<file path="src/core/sleep_defs.svh">
`ifndef SLEEP_DEFS_SVH
`define SLEEP_DEFS_SVH
`define CTRL_MODE_HI_BIT    7
`define CTRL_ENABLE_BIT     6
`define CTRL_MODE_MID_BIT   5
`define CTRL_MODE_LO_BIT    4
`define CTRL_RESET_VALUE    8'h00
`define MODE_IDLE           3'h0
`define MODE_NOISE_RED      3'h1
`define MODE_POWER_DOWN     3'h2
`define MODE_POWER_SAVE     3'h3
`define MODE_STANDBY        3'h6
`define MODE_EXT_STANDBY    3'h7
`define IRQ_HALT_CYCLES     8'h04
`define STANDBY_WAKE_CYCLES 8'h06
`define STARTUP_6CK         8'h06
`define STARTUP_18CK        8'h12
`define FUSE_EXT_CLOCK      4'h0
`define FUSE_RC_INT_LAST    4'h4
`define FUSE_RC_EXT_FIRST   4'h5
`define FUSE_RC_EXT_LAST    4'h8
`define FUSE_SUT_SHORT      2'h3
`endif

</file>
<file path="src/core/sleep_pkg.sv">
package sleep_pkg;
    typedef enum logic [1:0] {ST_RUN, ST_SLEEP, ST_START, ST_HALT} sleep_state_t;

    typedef struct packed {
        logic core;
        logic flash;
        logic io;
        logic conv;
        logic async;
        logic mainOsc;
    } clock_gates_t;

    typedef struct packed {
        logic extLevel0;
        logic extLevel1;
        logic extEdge0;
        logic extEdge1;
        logic extLine2;
        logic addrMatch;
        logic timer2Irq;
        logic convDone;
        logic memReady;
        logic otherIo;
    } wake_events_t;
endpackage

</file>
<file path="src/core/sleep_mode_controller.sv">
`include "sleep_defs.svh"
module sleep_mode_controller
    import sleep_pkg::*;
(
    input  wire logic         ref_clk,
    input  wire logic         rst,
    input  wire logic         ctrlWrite,
    input  wire logic [7:0]   ctrlWriteData,
    input  wire logic         sleepInstr,
    input  wire logic         irqPending,
    input  wire logic         globalIrqEnable,
    input  wire logic         timer2IrqEnable,
    input  wire logic         timer2_async_clocking,
    input  wire logic         converterEnabled,
    input  wire logic         crystalSource,
    input  wire logic [3:0]   clock_source_fuses,
    input  wire logic [1:0]   startupFuses,
    input  wire logic         anyReset,
    input  wire wake_events_t wakeEventsPin,
    output logic [7:0]        mcu_control_reg,
    output clock_gates_t      clockRun_reg,
    output logic              sleeping_reg,
    output logic              holdPc_reg,
    output logic              irqDispatch_reg,
    output logic              resetVector_reg,
    output logic              convStart_reg
);
    sleep_state_t state_reg;
    sleep_state_t state_next;
    wake_events_t wakeMeta_reg;
    wake_events_t wakeSync_reg;
    logic [2:0]   mode_reg;
    logic [7:0]   ctrl_reg;
    logic         enable;
    logic [2:0]   modeSel;
    logic [2:0]   effMode;
    logic         modeLegal;
    logic         enterSleep;
    logic         deepMode;
    logic         asyncMode;
    logic         standbyMode;
    logic         wakeLines;
    logic         wakeTimer2;
    logic         wakeIdle;
    logic         wakeNoise;
    logic         wakeDeep;
    logic         wake;
    logic [7:0]   startupCycles;
    logic [7:0]   startValue;
    logic         cntLoad;
    logic [7:0]   cntValue;
    logic         cntDone;
    clock_gates_t gates_next;

    // Control byte fields
    assign enable  = ctrl_reg[`CTRL_ENABLE_BIT];
    assign modeSel = {ctrl_reg[`CTRL_MODE_HI_BIT], ctrl_reg[`CTRL_MODE_MID_BIT],
                      ctrl_reg[`CTRL_MODE_LO_BIT]};

    // Reserved codes and standby without crystal do not enter sleep
    assign modeLegal = (modeSel == `MODE_IDLE) || (modeSel == `MODE_NOISE_RED)
                    || (modeSel == `MODE_POWER_DOWN) || (modeSel == `MODE_POWER_SAVE)
                    || (crystalSource && (modeSel == `MODE_STANDBY
                                          || modeSel == `MODE_EXT_STANDBY));
    assign enterSleep = (state_reg == ST_RUN) && sleepInstr && enable && modeLegal;
    // Latched mode lags by one edge, so entry uses the fresh selection
    assign effMode    = enterSleep ? modeSel : mode_reg;

    assign deepMode    = (mode_reg == `MODE_POWER_DOWN) || (mode_reg == `MODE_POWER_SAVE)
                      || (mode_reg == `MODE_STANDBY) || (mode_reg == `MODE_EXT_STANDBY);
    assign asyncMode   = (mode_reg == `MODE_POWER_SAVE) || (mode_reg == `MODE_EXT_STANDBY);
    assign standbyMode = (mode_reg == `MODE_STANDBY) || (mode_reg == `MODE_EXT_STANDBY);

    // Edge events on lines 0/1 count only in Idle
    assign wakeLines  = wakeSync_reg.extLevel0 || wakeSync_reg.extLevel1
                     || wakeSync_reg.extLine2 || wakeSync_reg.addrMatch;
    assign wakeTimer2 = wakeSync_reg.timer2Irq;
    assign wakeIdle   = wakeLines || wakeTimer2 || wakeSync_reg.extEdge0
                     || wakeSync_reg.extEdge1 || wakeSync_reg.convDone
                     || wakeSync_reg.memReady || wakeSync_reg.otherIo;
    assign wakeNoise  = wakeLines || wakeTimer2 || wakeSync_reg.convDone
                     || wakeSync_reg.memReady;
    assign wakeDeep   = wakeLines || (asyncMode && timer2_async_clocking && wakeTimer2
                                      && timer2IrqEnable && globalIrqEnable);

    always_comb
    begin
        wake = wakeDeep;
        if (mode_reg == `MODE_IDLE)
            wake = wakeIdle;
        else if (mode_reg == `MODE_NOISE_RED)
            wake = wakeNoise;
    end

    // Start-up after oscillator stop follows the clock source fuses
    always_comb
    begin
        startupCycles = `STARTUP_6CK;
        if (clock_source_fuses >= `FUSE_RC_EXT_FIRST && clock_source_fuses <= `FUSE_RC_EXT_LAST
            && startupFuses != `FUSE_SUT_SHORT)
            startupCycles = `STARTUP_18CK;
    end

    always_comb
    begin
        startValue = `IRQ_HALT_CYCLES;
        if (standbyMode)
            startValue = `STANDBY_WAKE_CYCLES;
        else if (deepMode || mode_reg == `MODE_NOISE_RED)
            startValue = startupCycles;
    end

    assign cntLoad  = (state_reg == ST_SLEEP && wake)
                   || (state_reg == ST_START && cntDone);
    assign cntValue = (state_reg == ST_SLEEP) ? startValue : `IRQ_HALT_CYCLES;

    wake_counter u_wake_counter (
        .ref_clk   (ref_clk),
        .rst       (rst),
        .load      (cntLoad),
        .loadValue (cntValue),
        .done      (cntDone)
    );

    always_comb
    begin
        state_next = state_reg;
        unique case (state_reg)
            ST_RUN:
                if (enterSleep)
                    state_next = ST_SLEEP;
            ST_SLEEP:
                if (wake)
                    state_next = (deepMode || mode_reg == `MODE_NOISE_RED)
                               ? ST_START : ST_HALT;
            ST_START:
                if (cntDone)
                    state_next = ST_HALT;
            ST_HALT:
                if (cntDone)
                    state_next = ST_RUN;
        endcase
    end

    // Clock gating per mode; Idle skips start-up since oscillator runs
    always_comb
    begin
        gates_next = '{core: 1'b1, flash: 1'b1, io: 1'b1, conv: 1'b1,
                       async: 1'b1, mainOsc: 1'b1};
        if (state_next == ST_SLEEP)
        begin
            gates_next.core  = 1'b0;
            gates_next.flash = 1'b0;
            if (effMode != `MODE_IDLE)
                gates_next.io = 1'b0;
            if (effMode > `MODE_NOISE_RED)
            begin
                gates_next.conv    = 1'b0;
                gates_next.async   = (effMode == `MODE_POWER_SAVE
                                   || effMode == `MODE_EXT_STANDBY)
                                   && timer2_async_clocking;
                gates_next.mainOsc = (effMode == `MODE_STANDBY)
                                   || (effMode == `MODE_EXT_STANDBY);
            end
        end
    end

    always_ff @(posedge ref_clk)
    begin
        wakeMeta_reg <= wakeEventsPin;
        wakeSync_reg <= wakeMeta_reg;
    end

    always_ff @(posedge ref_clk)
    begin
        if (rst)
            ctrl_reg <= `CTRL_RESET_VALUE;
        else if (ctrlWrite)
            ctrl_reg <= ctrlWriteData;
    end

    // Mode is latched at entry so later writes cannot change sleep behaviour
    always_ff @(posedge ref_clk)
    begin
        if (rst)
            mode_reg <= `MODE_IDLE;
        else if (enterSleep)
            mode_reg <= modeSel;
    end

    // Gated clocks mean register file and memory hold their values
    always_ff @(posedge ref_clk)
    begin
        if (rst)
        begin
            state_reg    <= ST_RUN;
            clockRun_reg <= '{core: 1'b1, flash: 1'b1, io: 1'b1, conv: 1'b1,
                              async: 1'b1, mainOsc: 1'b1};
        end
        else
        begin
            state_reg    <= state_next;
            clockRun_reg <= gates_next;
        end
    end

    always_ff @(posedge ref_clk)
    begin
        if (rst)
        begin
            sleeping_reg    <= 1'b0;
            holdPc_reg      <= 1'b0;
            irqDispatch_reg <= 1'b0;
            convStart_reg   <= 1'b0;
            mcu_control_reg <= `CTRL_RESET_VALUE;
        end
        else
        begin
            sleeping_reg    <= (state_next == ST_SLEEP);
            holdPc_reg      <= (state_next != ST_RUN);
            irqDispatch_reg <= (state_reg == ST_HALT) && cntDone && irqPending;
            convStart_reg   <= enterSleep && converterEnabled
                            && (modeSel == `MODE_IDLE || modeSel == `MODE_NOISE_RED);
            mcu_control_reg <= ctrlWrite ? ctrlWriteData : ctrl_reg;
        end
    end

    // Reset while asleep restarts from the reset vector
    always_ff @(posedge ref_clk)
    begin
        if (rst || anyReset)
            resetVector_reg <= anyReset && (state_reg != ST_RUN);
        else
            resetVector_reg <= 1'b0;
    end
endmodule

</file>
<file path="src/core/wake_counter.sv">
`include "sleep_defs.svh"
module wake_counter
    import sleep_pkg::*;
(
    input  wire logic       ref_clk,
    input  wire logic       rst,
    input  wire logic       load,
    input  wire logic [7:0] loadValue,
    output logic            done
);
    logic [7:0] count_reg;

    assign done = (count_reg == 8'h01);

    always_ff @(posedge ref_clk)
    begin
        if (rst)
            count_reg <= 8'h00;
        else if (load)
            count_reg <= loadValue;
        else if (count_reg != 8'h00)
            count_reg <= count_reg - 8'h01;
    end
endmodule

</file>
<file path="config.mk">
export PLATFORM = sky130hd
export DESIGN_NAME = sleep_mode_controller
export DESIGN_NICKNAME = d
export VERILOG_FILES = /design/src/core/sleep_pkg.sv /design/src/core/sleep_mode_controller.sv /design/src/core/wake_counter.sv
export VERILOG_INCLUDE_DIRS = /design/src /design/src/core
export SDC_FILE = /design/constraint.sdc
export NUM_CORES = 1
export LEC_CHECK = 0
export BUFFER_PORTS_ARGS = -buffer_cell sky130_fd_sc_hd__buf_2
export CAP_MARGIN = 20
export CORE_MARGIN = 2
export CORE_UTILIZATION = 45
export DETAILED_ROUTE_END_ITERATION = 7
export HOLD_SLACK_MARGIN = 0.12
export MAX_ROUTING_LAYER = met4
export PLACE_DENSITY = 0.76
export SYNTH_ARGS = -nofsm -noshare
export SYNTH_HDL_FRONTEND = slang
export SYNTH_HIERARCHICAL = 1
export SYNTH_SLANG_ARGS = --single-unit
export TNS_END_PERCENT = 20
</file>
<file path="constraint.sdc">
create_clock -name ref_clk -period 7.3 [get_ports ref_clk]
set_input_delay 0.365 -clock ref_clk [delete_from_list [all_inputs] [get_ports ref_clk]]
set_output_delay 0.365 -clock ref_clk [all_outputs]
set_load 0.005 [all_outputs]
</file>
# After elaboration in Yosys (flattened, before gate mapping)
# Cells that the tools add are included.
dict set report totals {
  in_bits 35
  ff_bits 52
  output_inout_bits 19
  elab_cells 133
}
dict set report classes {
  n_reduce_logical 55
  addsub 1
  eq_ne 19
  order_cmp 3
  bitwise 2
  n_mux 18
}
# operator count
set ops {}
lappend ops {{8-bit two-way mux} 5}
lappend ops {{1-bit logical OR} 27}
lappend ops {{3-bit == test (second input constant)} 6}
lappend ops {{1-bit logical AND} 18}
lappend ops {{3-bit by 2-bit == test with 1-bit output (second input constant)} 5}
lappend ops {{8-bit by 1-bit == test with 1-bit output (second input constant)} 1}
lappend ops {{2-bit two-way mux} 4}
lappend ops {{2-bit case mux with 4 select lines} 1}
lappend ops {{8-bit nonzero test} 1}
lappend ops {{8-bit by 1-bit subtractor with 8-bit output (second input constant)} 1}
lappend ops {{3-bit by 1-bit == test with 1-bit output (second input constant)} 2}
lappend ops {{3-bit logical NOT} 2}
lappend ops {{3-bit two-way mux} 2}
lappend ops {{6-bit two-way mux} 1}
lappend ops {{2-bit nonzero test} 3}
lappend ops {{5-bit two-way mux} 1}
lappend ops {{2-bit by 1-bit == test with 1-bit output (second input constant)} 2}
lappend ops {{2-bit == test (second input constant)} 2}
lappend ops {{4-bit by 3-bit >= comparator with 1-bit output (second input constant)} 1}
lappend ops {{4-bit <= comparator (second input constant)} 1}
lappend ops {{1-bit two-way mux} 4}
lappend ops {{3-bit by 1-bit > comparator with 1-bit output (second input constant)} 1}
lappend ops {{3-bit nonzero test} 1}
lappend ops {{3-bit OR reduction} 1}
lappend ops {{other kinds (4)} 5}

# Depth between registers and ports, before layout
# Gate-level depths: netlist of the first run.
dict set report depth {
  word_depth 15
  depth_mapped 11
  depth_no_buf 9
}

# Hierarchy
# Netlist of the first run, hierarchy kept.
# module area_per_inst_um2 cells_each instances
set modules_own_cells {}
lappend modules_own_cells {sleep_mode_controller 1492.7 135 1}
lappend modules_own_cells {wake_counter 508.0 53 1}

# Least setup slack after synthesis of the first run
# No wires, ideal clock.
dict set report synth_path {
  kind {reg2reg}
  startpoint {register u_wake_counter.count_reg[4]}
  endpoint {register u_wake_counter.count_reg[3]}
  slack_ns 4.717
  required_ns 7.221
  arrival_time_ns 2.504
  path_stages_with_launch 11
  setup_time_ns 0.079
  cell_sequence {dfxtp_1 > or4_4 > nor4b_1 > nand2_1 > o21ai_0 > clkbuf_1 > nand2b_1 > nor4_4 > or2_1 > buf_6 > a211oi_2}
}
dict set report synth_via {
  elab_chain_cells 4
}
# item line
set synth_lines {}
lappend synth_lines {{start, declared} wake_counter.sv:11} ;# logic [7:0] count_reg;
lappend synth_lines {{start signal, assigned} wake_counter.sv:20} ;# count_reg <= loadValue;
lappend synth_lines {{start signal, assigned} wake_counter.sv:22} ;# count_reg <= count_reg - 8'h01;
lappend synth_lines {{8-bit by 1-bit == test with 1-bit output (*)} wake_counter.sv:13} ;# assign done = (count_reg == 8'h01);
lappend synth_lines {{net cntDone} sleep_mode_controller.sv:52} ;# logic cntDone;
lappend synth_lines {{1-bit logical AND (*)} sleep_mode_controller.sv:114} ;# || (state_reg == ST_START && cntDone);
lappend synth_lines {{1-bit logical OR (*)} sleep_mode_controller.sv:114}
lappend synth_lines {{net cntLoad} sleep_mode_controller.sv:50} ;# logic cntLoad;
lappend synth_lines {{8-bit two-way mux or 2-bit nonzero test (tied branches)} --}
# The timed path passes the listed nets; every way through them passes the cells marked *.
# A chain may end at the register's enable or synchronous reset.

# Worst setup path in the final report of the first run
dict set report layout_path {
  startpoint {register u_wake_counter.count_reg[4]}
  endpoint {register u_wake_counter.count_reg[4]}
}
# Same word-level chain as after synthesis.

==> results.tsv, run 1 <==
stage	metric	value	unit
timing	Final Slew Violations	0	
synthesis	Synth top area share	51.0	%
clock_network	Clock Sinks	51	
clock_network	clk_lat worst skew	0.30	ns
worst_setup_path	delay-heaviest family, CP	simple AND/OR/NAND/NOR gates	
synthesis	Avg Inst Size Synth	10.6	um^2
hold_path	Worst Hold Class	in -> reg	
worst_setup_path	Worst path max stage delay	0.61	ns
power	internal power	507	uW
clock_network	post-CTS resize count	0	
synthesis	Mapped Area	2000	um^2
synthesis	prevailing post-synth register cell	dfxtp_1	
run	maxcap violations	0	
cells_and_area	layout cells sized above 1	31.8	%
synthesis	Gate Count Post-Synth	188	
floorplanning	site row count	24	
synthesis	top cells by area, synth	dfxtp_1 (51%), mux2i_1 (5.5%), nor2_1 (4.1%)	
timing	fmax	316	MHz
timing	Min Hold Slack	0.158	ns
power	Reg power frac	46.7	%
grt	gr ovfl total	0	
synthesis	Post-synth ARST share	0	%
synthesis	most instantiated cells after synthesis	dfxtp_1 (51), nor2_1 (22), mux2i_1 (11)	
floorplanning	die area	4990	um^2
clock_network	CTS tree	done	
power	power share of the clock group	27.0	%
power	NetSw	222	uW
worst_setup_path	WS Path Type	reg -> reg	
timing	RSZ-0062 raised after global routing	false	
timing	post-layout min period	3.16	ns
timing	final clock skew	0.00709	ns
synthesis	mux share of post-synthesis cell area	6.07	%
worst_setup_path	WP buf/inv	1	
worst_setup_path	crit path max fanout	9	
timing	total negative slack	0	ns
synthesis	EDFF count, synth	0	
timing	final period utilization	43.4	%
cells_and_area	Layout Nets	282	
grt	antenna violations before repair	0	
synthesis	largest family of logic cells by synthesized area	simple AND/OR/NAND/NOR gates	
cells_and_area	Inserted Diodes	0	
floorplanning	I/O pin count	54	
worst_setup_path	Critical Path RT	7.49	ns
synthesis	Syn. warnings	6	
clock_network	hold buffer count at CTS	0	
place	placed cell areas	2290	um^2
worst_setup_path	Arr. time, crit path	3.36	ns
floorplanning	Core Area	4320	um^2
synthesis	Synth Area in Adders	1.88	%
power	Peak VDD IR	0.140	mV
drt	Via density	4.88	
drt	DR pass1 iterations	4	
drt	DRC violations left	0	
cells_and_area	area of the multi-input gates	906	um^2
run_status	outcome	completed	
clock_network	CTS Root Cell	clkbuf_8	
place	gp weighted congestion	0.829	
drt	wire length per cell	12.3	um
timing	Fin. Hold Viols	0	
drt	WL final	3640	um
cells_and_area	Final Core Density	55.6	%
grt	largest net degree at the start of global routing	20	
grt	global-route wire length before repair	6040	um
synthesis	Synth Register Bits	51	
floorplanning	Die Height	70.7	um
synthesis	Synth Area in Compound Gates	12.6	%
power	Leakage	0.00105	uW
drt	DRT iter0 DRCs	69	
synthesis	post-synthesis sequential area ratio	51.0	%
place	buffers added on ports	53	
place	pre-CTS setup slack	4.16	ns
clock_network	clock buffer count from CTS	5	
cells_and_area	post-route cell area	2410	um^2
power	Comb pwr share	26.3	%
synthesis	distinct cell type count after synthesis	54	
worst_setup_path	Slowest-stage cell, CP	o21ai_0	
grt	vias in the first global route	1390	
synthesis	dominant cell type by area after synthesis	dfxtp_1	
grt	GRT Overall Usage	15.7	%
clock_network	Setup Buffers After CTS	0	
clock_network	CTS clk-pin slew, worst paths	0.09	ns
clock_network	H-tree Lvls	2	
worst_setup_path	worst-path cell chain	or4_4 -> nor4b_1 -> nand2_1 -> o21ai_0 -> clkinv_1 -> mux2i_1 -> nor2_2	
synthesis	XOR/XNOR share of the synthesized area	3.06	%
timing	setup ws final	4.14	ns
cells_and_area	Register Area	1020	um^2
clock_network	clk buf depth	2	
timing	setup violators final	0	
worst_setup_path	crit end category	flop	
cells_and_area	flip-flop count of the largest register after layout	10	
cells_and_area	P&R area growth vs syn	20.3	%
floorplanning	initial core utilization	46.3	%
place	Post-DP HPWL	2690	um
synthesis	most common cell in the synthesized netlist	dfxtp_1	
floorplanning	Die X	70.7	um
worst_setup_path	CP startpoint kind	flop	
timing	Max transition margin	51.1	%
power	sw frac	30.5	%
drt	antenna viol nets, final	0	
synthesis	simple-gate portion of the synthesized area	20.7	%
power	Power Dens Cells	303	nW/um^2
drt	via count	1448	
timing	Slew @ Worst Pin	0.726	ns
cells_and_area	# fillers	386	
[power groups by stage]
stage	Combinational (uW)	Sequential (uW)	Clock, uW
finish	192	341	197
global route	212	346	211
CTS	193	341	200
detailed placement	191	348	0
global placement	187	346	0
floorplan	160	340	0
[area by class of cell]
cell class	count	area share (%)
repair buffers	53	11.0
clock buffers	5	2.86
inverters	9	1.40
well taps	52	2.70
flip-flops and latches	51	42.4
multi-input cells	124	37.6
clock inverters	3	1.92
[layout by cell type (no fill, tap or decap), drive strengths merged, types with 2 or more instances in the layout]
cell    count
conb        5
nand2b      3
o21a        2
xnor2       5
o21ai       7
a21oi       7
buf        53
or4         3
nor4b       2
nor4        3
o31ai       3
clkbuf      5
dfxtp      51
nor3b       3
mux2i      11
nor3        6
a211oi      4
inv         9
or2         2
xor2        2
ha          3
nand3       2
nor2       24
nand2      10
[stage by stage]
| stage | total power, uW | cells |
|---|---|---|
| 6_report | 730 | 297 |
| 5_1_grt | 769 | 297 |
| 4_1_cts | 734 | 297 |
| 3_5_place_dp | 538 | 289 |
| 3_3_place_gp | 533 | 289 |
| 2_1_floorplan | 500 | 192 |
[final timing paths]
kind | startpoint | slack (ns) | cells after the start | end
min | wakeEventsPin[2] | 0.16 | 1 | wakeMeta_reg[2]$_DFF_P_
max reg2reg | u_wake_counter/count_reg[4]$_SDFFE_PP0P_ | 4.14 | 7 | u_wake_counter/count_reg[4]$_SDFFE_PP0P_
min reg2reg | wakeMeta_reg[4]$_DFF_P_ | 0.33 | 0 | wakeSync_reg[4]$_DFF_P_
max | u_wake_counter/count_reg[4]$_SDFFE_PP0P_ | 4.14 | 7 | u_wake_counter/count_reg[4]$_SDFFE_PP0P_
[kinds of logic (layout without fill, tap and decap cells)]
family          count (synthesis)  after routing
simple gates                   66             66
fa+ha+maj                       3              3
mux                            12             12
buf+inv                        17             70
xor+xnor                        7              7
flops                          51             51
compound gates                 31             31
other cells                     1              5
[per-layer routing]
| layer | routed length (um) | part of all wire (%) | up-vias | global-route usage [%] |
|---|---|---|---|---|
| li1 | - | - | 759 | - |
| met1 | 1600 | 44 | 640 | 18.3 |
| met2 | 1770 | 49 | 42 | 26.6 |
| met3 | 222 | 6.1 | 7 | 3.13 |
| met4 | 57 | 1.6 | 0 | 6.29 |
| met5 | 0 | 0 | - | - |
[worst register-to-register path, stage by stage (launching register included)]
cell and delay, ns:
dfxtp_1 0.35, or4_4 0.58, nor4b_1 0.49, nand2_1 0.17, o21ai_0 0.61, clkinv_1 0.50, mux2i_1 0.30, nor2_2 0.05
Power figures use the tool's default switching activity.
==> run 2: changes to the inputs <==
--- a/config.mk
+++ b/config.mk
@@ -13,7 +13,7 @@
 export DETAILED_ROUTE_END_ITERATION = 7
 export HOLD_SLACK_MARGIN = 0.12
 export MAX_ROUTING_LAYER = met4
-export PLACE_DENSITY = 0.76
+export PLACE_DENSITY = 0.79
 export SYNTH_ARGS = -nofsm -noshare
 export SYNTH_HDL_FRONTEND = slang
 export SYNTH_HIERARCHICAL = 1
==> constraint.sdc (replaced) <==
create_clock -name ref_clk -period 2.83 [get_ports ref_clk]
set_input_delay 0.1415 -clock ref_clk [delete_from_list [all_inputs] [get_ports ref_clk]]
set_output_delay 0.1415 -clock ref_clk [all_outputs]
set_load 0.005 [all_outputs]
==> results.tsv, run 2 (same netlist as run 1, synthesis figures left out) <==
stage	metric	value	unit	change
drt	antenna viol nets, final	0		unchanged
timing	fmax	381	MHz	+21%
worst_setup_path	WS Path Type	reg -> reg		
cells_and_area	Layout Nets	306		+8.5%
floorplanning	I/O pin count	54		unchanged
clock_network	CTS Root Cell	clkbuf_8		
timing	Final Slew Violations	0		unchanged
clock_network	CTS tree	done		
power	Peak VDD IR	0.426	mV	+210%
cells_and_area	commonest non-fill, non-tap cells in the layout	buf_2 (53), dfxtp_1 (51), nor2_1 (22)		
floorplanning	Core Area	4320	um^2	unchanged
clock_network	clock buffer count from CTS	5		unchanged
clock_network	clk_lat worst skew	0.30	ns	about the same
grt	global-route wire length before repair	6610	um	+9.5%
drt	DRT iter0 DRCs	92		+33%
hold_path	Worst Hold Class	in -> reg		
cells_and_area	# fillers	370		-4.1%
timing	Fin. Hold Viols	0		unchanged
timing	final period utilization	92.7	%	+49 points
place	Post-DP HPWL	2660	um	-1.4%
drt	DR pass1 iterations	4		unchanged
worst_setup_path	crit end category	flop		
place	pre-CTS setup slack	0.217	ns	-3.95 ns
run	maxcap violations	0		unchanged
grt	vias in the first global route	1556		+12%
timing	Min Hold Slack	0.125	ns	-0.0323 ns
clock_network	H-tree Lvls	2		unchanged
clock_network	CTS clk-pin slew, worst paths	0.09	ns	about the same
run_status	outcome	completed		
worst_setup_path	Critical Path RT	3.05	ns	-4.44 ns
cells_and_area	post-route cell area	2640	um^2	+9.8%
timing	total negative slack	0	ns	unchanged
worst_setup_path	CP startpoint kind	flop		
grt	antenna violations before repair	0		unchanged
timing	setup violators final	0		unchanged
clock_network	Clock Sinks	51		unchanged
clock_network	Setup Buffers After CTS	0		unchanged
drt	wire length per cell	11.9	um	-2.8%
timing	RSZ-0062 raised after global routing	false		
place	buffers added on ports	53		unchanged
cells_and_area	P&R area growth vs syn	32.1	%	
grt	GRT Overall Usage	16.9	%	+1.2 points
place	placed cell areas	2310	um^2	+0.98%
floorplanning	Die X	70.7	um	unchanged
clock_network	clk buf depth	2		unchanged
timing	post-layout min period	2.62	ns	-0.542 ns
floorplanning	site row count	24		unchanged
drt	Via density	4.83		-0.96%
grt	largest net degree at the start of global routing	20		unchanged
floorplanning	initial core utilization	46.3	%	unchanged
cells_and_area	Final Core Density	61.1	%	+5.5 points
cells_and_area	commonest non-fill, non-tap cell in the layout	buf_2		
power	Power Dens Cells	719	nW/um^2	+140%
place	gp weighted congestion	0.789		-4.8%
drt	via count	1550		+7.0%
power	Leakage	0.00115	uW	+9.9%
floorplanning	die area	4990	um^2	unchanged
cells_and_area	flip-flop count of the largest register after layout	10		unchanged
cells_and_area	Inserted Diodes	0		unchanged
floorplanning	Die Height	70.7	um	unchanged
worst_setup_path	Arr. time, crit path	2.84	ns	-0.52 ns
cells_and_area	layout cells sized above 1	30.5	%	-1.4 points
drt	WL final	3830	um	+5.1%
grt	gr ovfl total	0		unchanged
worst_setup_path	crit path max fanout	6		-3
drt	DRC violations left	0		unchanged
timing	final clock skew	0.00746	ns	+0.000376 ns
timing	setup ws final	0.207	ns	-3.93 ns
-- run 2: cell types whose count changed in the layout (fill, tap and decap cells not counted), sizes merged --
cell | previous run | this run
buf | 53 | 56
clkinvlp | 1 | 2
dlygate4sd3 | 0 | 21
clkinv | 1 | 0
-- run 2: per-layer routing --
metal	global-route usage, %	routed length, um
met1	19.0	1660
met2	30.3	1970
met3	3.99	160
met4	4.40	31
met5	-	0
-- run 2: power breakdown --
group / switching, uW / internal, uW / leakage (uW)
combinational: 242 / 273 / 0.000674
clock: 236 / 266 / 0.0000548
sequential: 85.0 / 797 / 0.000423
-- run 2: what timing repair did --
item | CTS | global route
endpoints found under the hold margin | 21 | 0
gates resized for setup | 0 | 1
endpoints found under the setup margin | 0 | 4
hold buffers | 21 | 0
-- run 2: worst paths after layout --
kind	start	endpoint	cells after the start	slack [ns]
worst min register to register	wakeMeta_reg[7]$_DFF_P_	wakeSync_reg[7]$_DFF_P_	0	0.33
worst min-delay path	timer2_async_clocking	clockRun_reg[1]$_SDFF_PP1_	3	0.13
worst max-delay path	u_wake_counter/count_reg[4]$_SDFFE_PP0P_	u_wake_counter/count_reg[7]$_SDFFE_PP0P_	8	0.21
worst max register to register	u_wake_counter/count_reg[4]$_SDFFE_PP0P_	u_wake_counter/count_reg[7]$_SDFFE_PP0P_	8	0.21
-- run 2: critical path, cell delays in order (launching register included) --
cell and delay (ns):
dfxtp_1 0.35, or4_4 0.58, nor4b_1 0.40, nand2_1 0.15, o21ai_0 0.28, nand2b_1 0.20
nor4_4 0.06, or2_1 0.34, a211oi_2 0.17
-- run 2: final cells by class --
class | count | area, um^2 | share of cell area [%]
Tap cell | 52 | 65.1 | 2.46
Inverter | 9 | 37.5 | 1.42
Clock buffer | 5 | 68.8 | 2.60
Timing Repair Buffer | 77 | 498 | 18.8
Multi-Input combinational cell | 124 | 906 | 34.3
Clock inverter | 3 | 46.3 | 1.75
Sequential cell | 51 | 1020 | 38.6
-- run 2: through the flow --
step | power (uW) | cells
after CTS | 1920 | 321
after global placement | 1370 | 292
after global routing | 2020 | 321
after detailed placement | 1390 | 292
final | 1900 | 321
after floorplan | 1290 | 192
==> run 3: changes to the inputs <==
--- a/config.mk
+++ b/config.mk
@@ -14,6 +14,7 @@
 export HOLD_SLACK_MARGIN = 0.12
 export MAX_ROUTING_LAYER = met4
 export PLACE_DENSITY = 0.79
+export RECOVER_POWER = 100
 export SYNTH_ARGS = -nofsm -noshare
 export SYNTH_HDL_FRONTEND = slang
 export SYNTH_HIERARCHICAL = 1
==> results.tsv, run 3 (same netlist as run 1, synthesis figures left out) <==
stage	metric	value	unit	change
run_status	outcome	completed		
clock_network	H-tree Lvls	2		unchanged
clock_network	CTS Root Cell	clkbuf_8		
cells_and_area	layout cells sized above 1	26.8	%	-3.7 points
clock_network	CTS tree	done		
floorplanning	site row count	24		unchanged
drt	wire length per cell	12.1	um	+1.5%
hold_path	Hold Startpoint	crystalSource		
cells_and_area	flip-flop count of the largest register after layout	10		unchanged
clock_network	clock buffer count from CTS	5		unchanged
worst_setup_path	FF-to-FF path depth	8		unchanged
clock_network	CTS clk-pin slew, worst paths	0.09	ns	about the same
power	Design Power	1880	uW	-1.3%
timing	setup violators final	0		unchanged
grt	global-route wire length before repair	6610	um	unchanged
worst_setup_path	R2R Setup Slk	0.24	ns	+0.03 ns
grt	vias in the first global route	1556		unchanged
cells_and_area	P&R area growth vs syn	28.3	%	
timing	fmax	386	MHz	+1.1%
grt	GRT Overall Usage	16.9	%	unchanged
timing	Max transition margin	65.0	%	
drt	via count	1545		-0.32%
worst_setup_path	WS Path Type	reg -> reg		
hold_path	WHS Path Cells	3		unchanged
grt	antenna violations before repair	0		unchanged
worst_setup_path	Slowest-stage cell, CP	or4_4		
drt	WL final	3890	um	+1.5%
cells_and_area	Inserted Diodes	0		unchanged
cells_and_area	commonest non-fill, non-tap cells in the layout	dfxtp_1 (51), buf_2 (51), nor2_1 (22)		
worst_setup_path	Critical Path RT	3.02	ns	-0.03 ns
worst_setup_path	Arr. time, crit path	2.78	ns	-0.06 ns
place	Post-DP HPWL	2660	um	unchanged
place	buffers added on ports	53		unchanged
worst_setup_path	delay-heaviest family, CP	simple AND/OR/NAND/NOR gates		
timing	Fin. Hold Viols	0		unchanged
floorplanning	die area	4990	um^2	unchanged
timing	Final Slew Violations	0		unchanged
worst_setup_path	R2R Path Start	u_wake_counter/count_reg[4]$_SDFFE_PP0P_		
drt	Via density	4.81		-0.32%
worst_setup_path	Critical R2R Capture	u_wake_counter/count_reg[4]$_SDFFE_PP0P_		
grt	largest net degree at the start of global routing	20		unchanged
power	Peak VDD IR	0.425	mV	-0.17%
worst_setup_path	crit path max fanout	9		+3
floorplanning	initial core utilization	46.3	%	unchanged
floorplanning	Die Height	70.7	um	unchanged
worst_setup_path	WP buf/inv	2		+2
floorplanning	I/O pin count	54		unchanged
hold_path	Worst Hold Class	in -> reg		
worst_setup_path	Worst path max stage delay	0.58	ns	about the same
drt	DR pass1 iterations	4		unchanged
place	gp weighted congestion	0.789		unchanged
cells_and_area	Layout Nets	306		unchanged
clock_network	clk buf depth	2		unchanged
power	Leakage	0.00111	uW	-3.8%
drt	DRC violations left	0		unchanged
run	maxcap violations	0		unchanged
timing	total negative slack	0	ns	unchanged
grt	gr ovfl total	0		unchanged
timing	Slew @ Worst Pin	0.520	ns	
worst_setup_path	crit end category	flop		
floorplanning	Core Area	4320	um^2	unchanged
drt	DRT iter0 DRCs	73		-21%
clock_network	Setup Buffers After CTS	0		unchanged
clock_network	clk_lat worst skew	0.30	ns	about the same
worst_setup_path	CP startpoint kind	flop		
timing	final period utilization	91.7	%	-1.0 points
timing	final clock skew	0.00727	ns	-0.000194 ns
floorplanning	Die X	70.7	um	unchanged
worst_setup_path	worst-path cell chain	or4_4 -> nor4b_1 -> nand2_1 -> o21ai_0 -> clkbuf_1 -> clkinvlp_4 -> mux2i_1 -> nor2_2		
power	Power Dens Cells	731	nW/um^2	+1.7%
hold_path	Worst Hold End	mode_reg[2]$_SDFF_PP0_		
drt	antenna viol nets, final	0		unchanged
clock_network	Clock Sinks	51		unchanged
timing	post-layout min period	2.59	ns	-0.0293 ns
timing	RSZ-0062 raised after global routing	false		
run 3: worst max-delay path by stage:
stage / from / endpoint / slack [ns] / cells past startpoint
floorplan: u_wake_counter/count_reg[4]$_SDFFE_PP0P_ / u_wake_counter/count_reg[5]$_SDFFE_PP0P_ / 0.25 / 10
detailed placement: u_wake_counter/count_reg[4]$_SDFFE_PP0P_ / u_wake_counter/count_reg[4]$_SDFFE_PP0P_ / 0.22 / 8
global route: u_wake_counter/count_reg[4]$_SDFFE_PP0P_ / u_wake_counter/count_reg[4]$_SDFFE_PP0P_ / 0.02 / 8
finish: u_wake_counter/count_reg[4]$_SDFFE_PP0P_ / u_wake_counter/count_reg[4]$_SDFFE_PP0P_ / 0.24 / 8
CTS: u_wake_counter/count_reg[4]$_SDFFE_PP0P_ / u_wake_counter/count_reg[4]$_SDFFE_PP0P_ / 0.19 / 8
global placement: u_wake_counter/count_reg[4]$_SDFFE_PP0P_ / u_wake_counter/count_reg[4]$_SDFFE_PP0P_ / 0.32 / 8
run 3: timing repair:
action / in CTS / in global routing
endpoints found under the hold margin: 21 / 0
endpoints found under the setup margin: 0 / 4
hold buffers: 21 / 0
resized for setup: 0 / 1
run 3: stage by stage:
step           std cells  hold WS (ns)  instance area [um^2]  util (%)  setup slack (ns)
6_report             321         0.157                  2570      59.3             0.236
3_5_place_dp         292         0.246                  2310      53.5             0.217
3_3_place_gp         292         0.243                  2310      53.5             0.324
5_1_grt              321         0.195                  2570      59.3            0.0248
2_1_floorplan        192         0.169                  2020         -             0.247
4_1_cts              321         0.121                  2640      61.0             0.191
run 3: area by class of cell:
cell class	instances	area (um^2)
clock buffers	5	68.8
clock inverters	3	46.3
fillers	385	1760
inverters	9	37.5
multi-input cells	124	840
flip-flops and latches	51	1020
well taps	52	65.1
repair buffers	77	488
run 3: routing by layer:
layer / global-route usage, % / up-vias / part of all wire (%)
met2: 30.3 / 44 / 50
met3: 3.99 / 2 / 4.0
met4: 4.40 / 0 / 0.80
met1: 19.0 / 697 / 45
met5: - / - / 0
li1: - / 802 / -
run 3: worst reg2reg max path, stage by stage, from the launching register on:
cell and delay [ns]:
dfxtp_1 0.35, or4_4 0.58, nor4b_1 0.41, nand2_1 0.15, o21ai_0 0.27, clkbuf_1 0.22
clkinvlp_4 0.24, mux2i_1 0.23, nor2_2 0.04
run 3: report_power, final:
part | internal (uW) | switching (uW)
registers | 797 | 80.0
clock network | 266 | 238
logic | 261 | 233
total | 1320 | 551
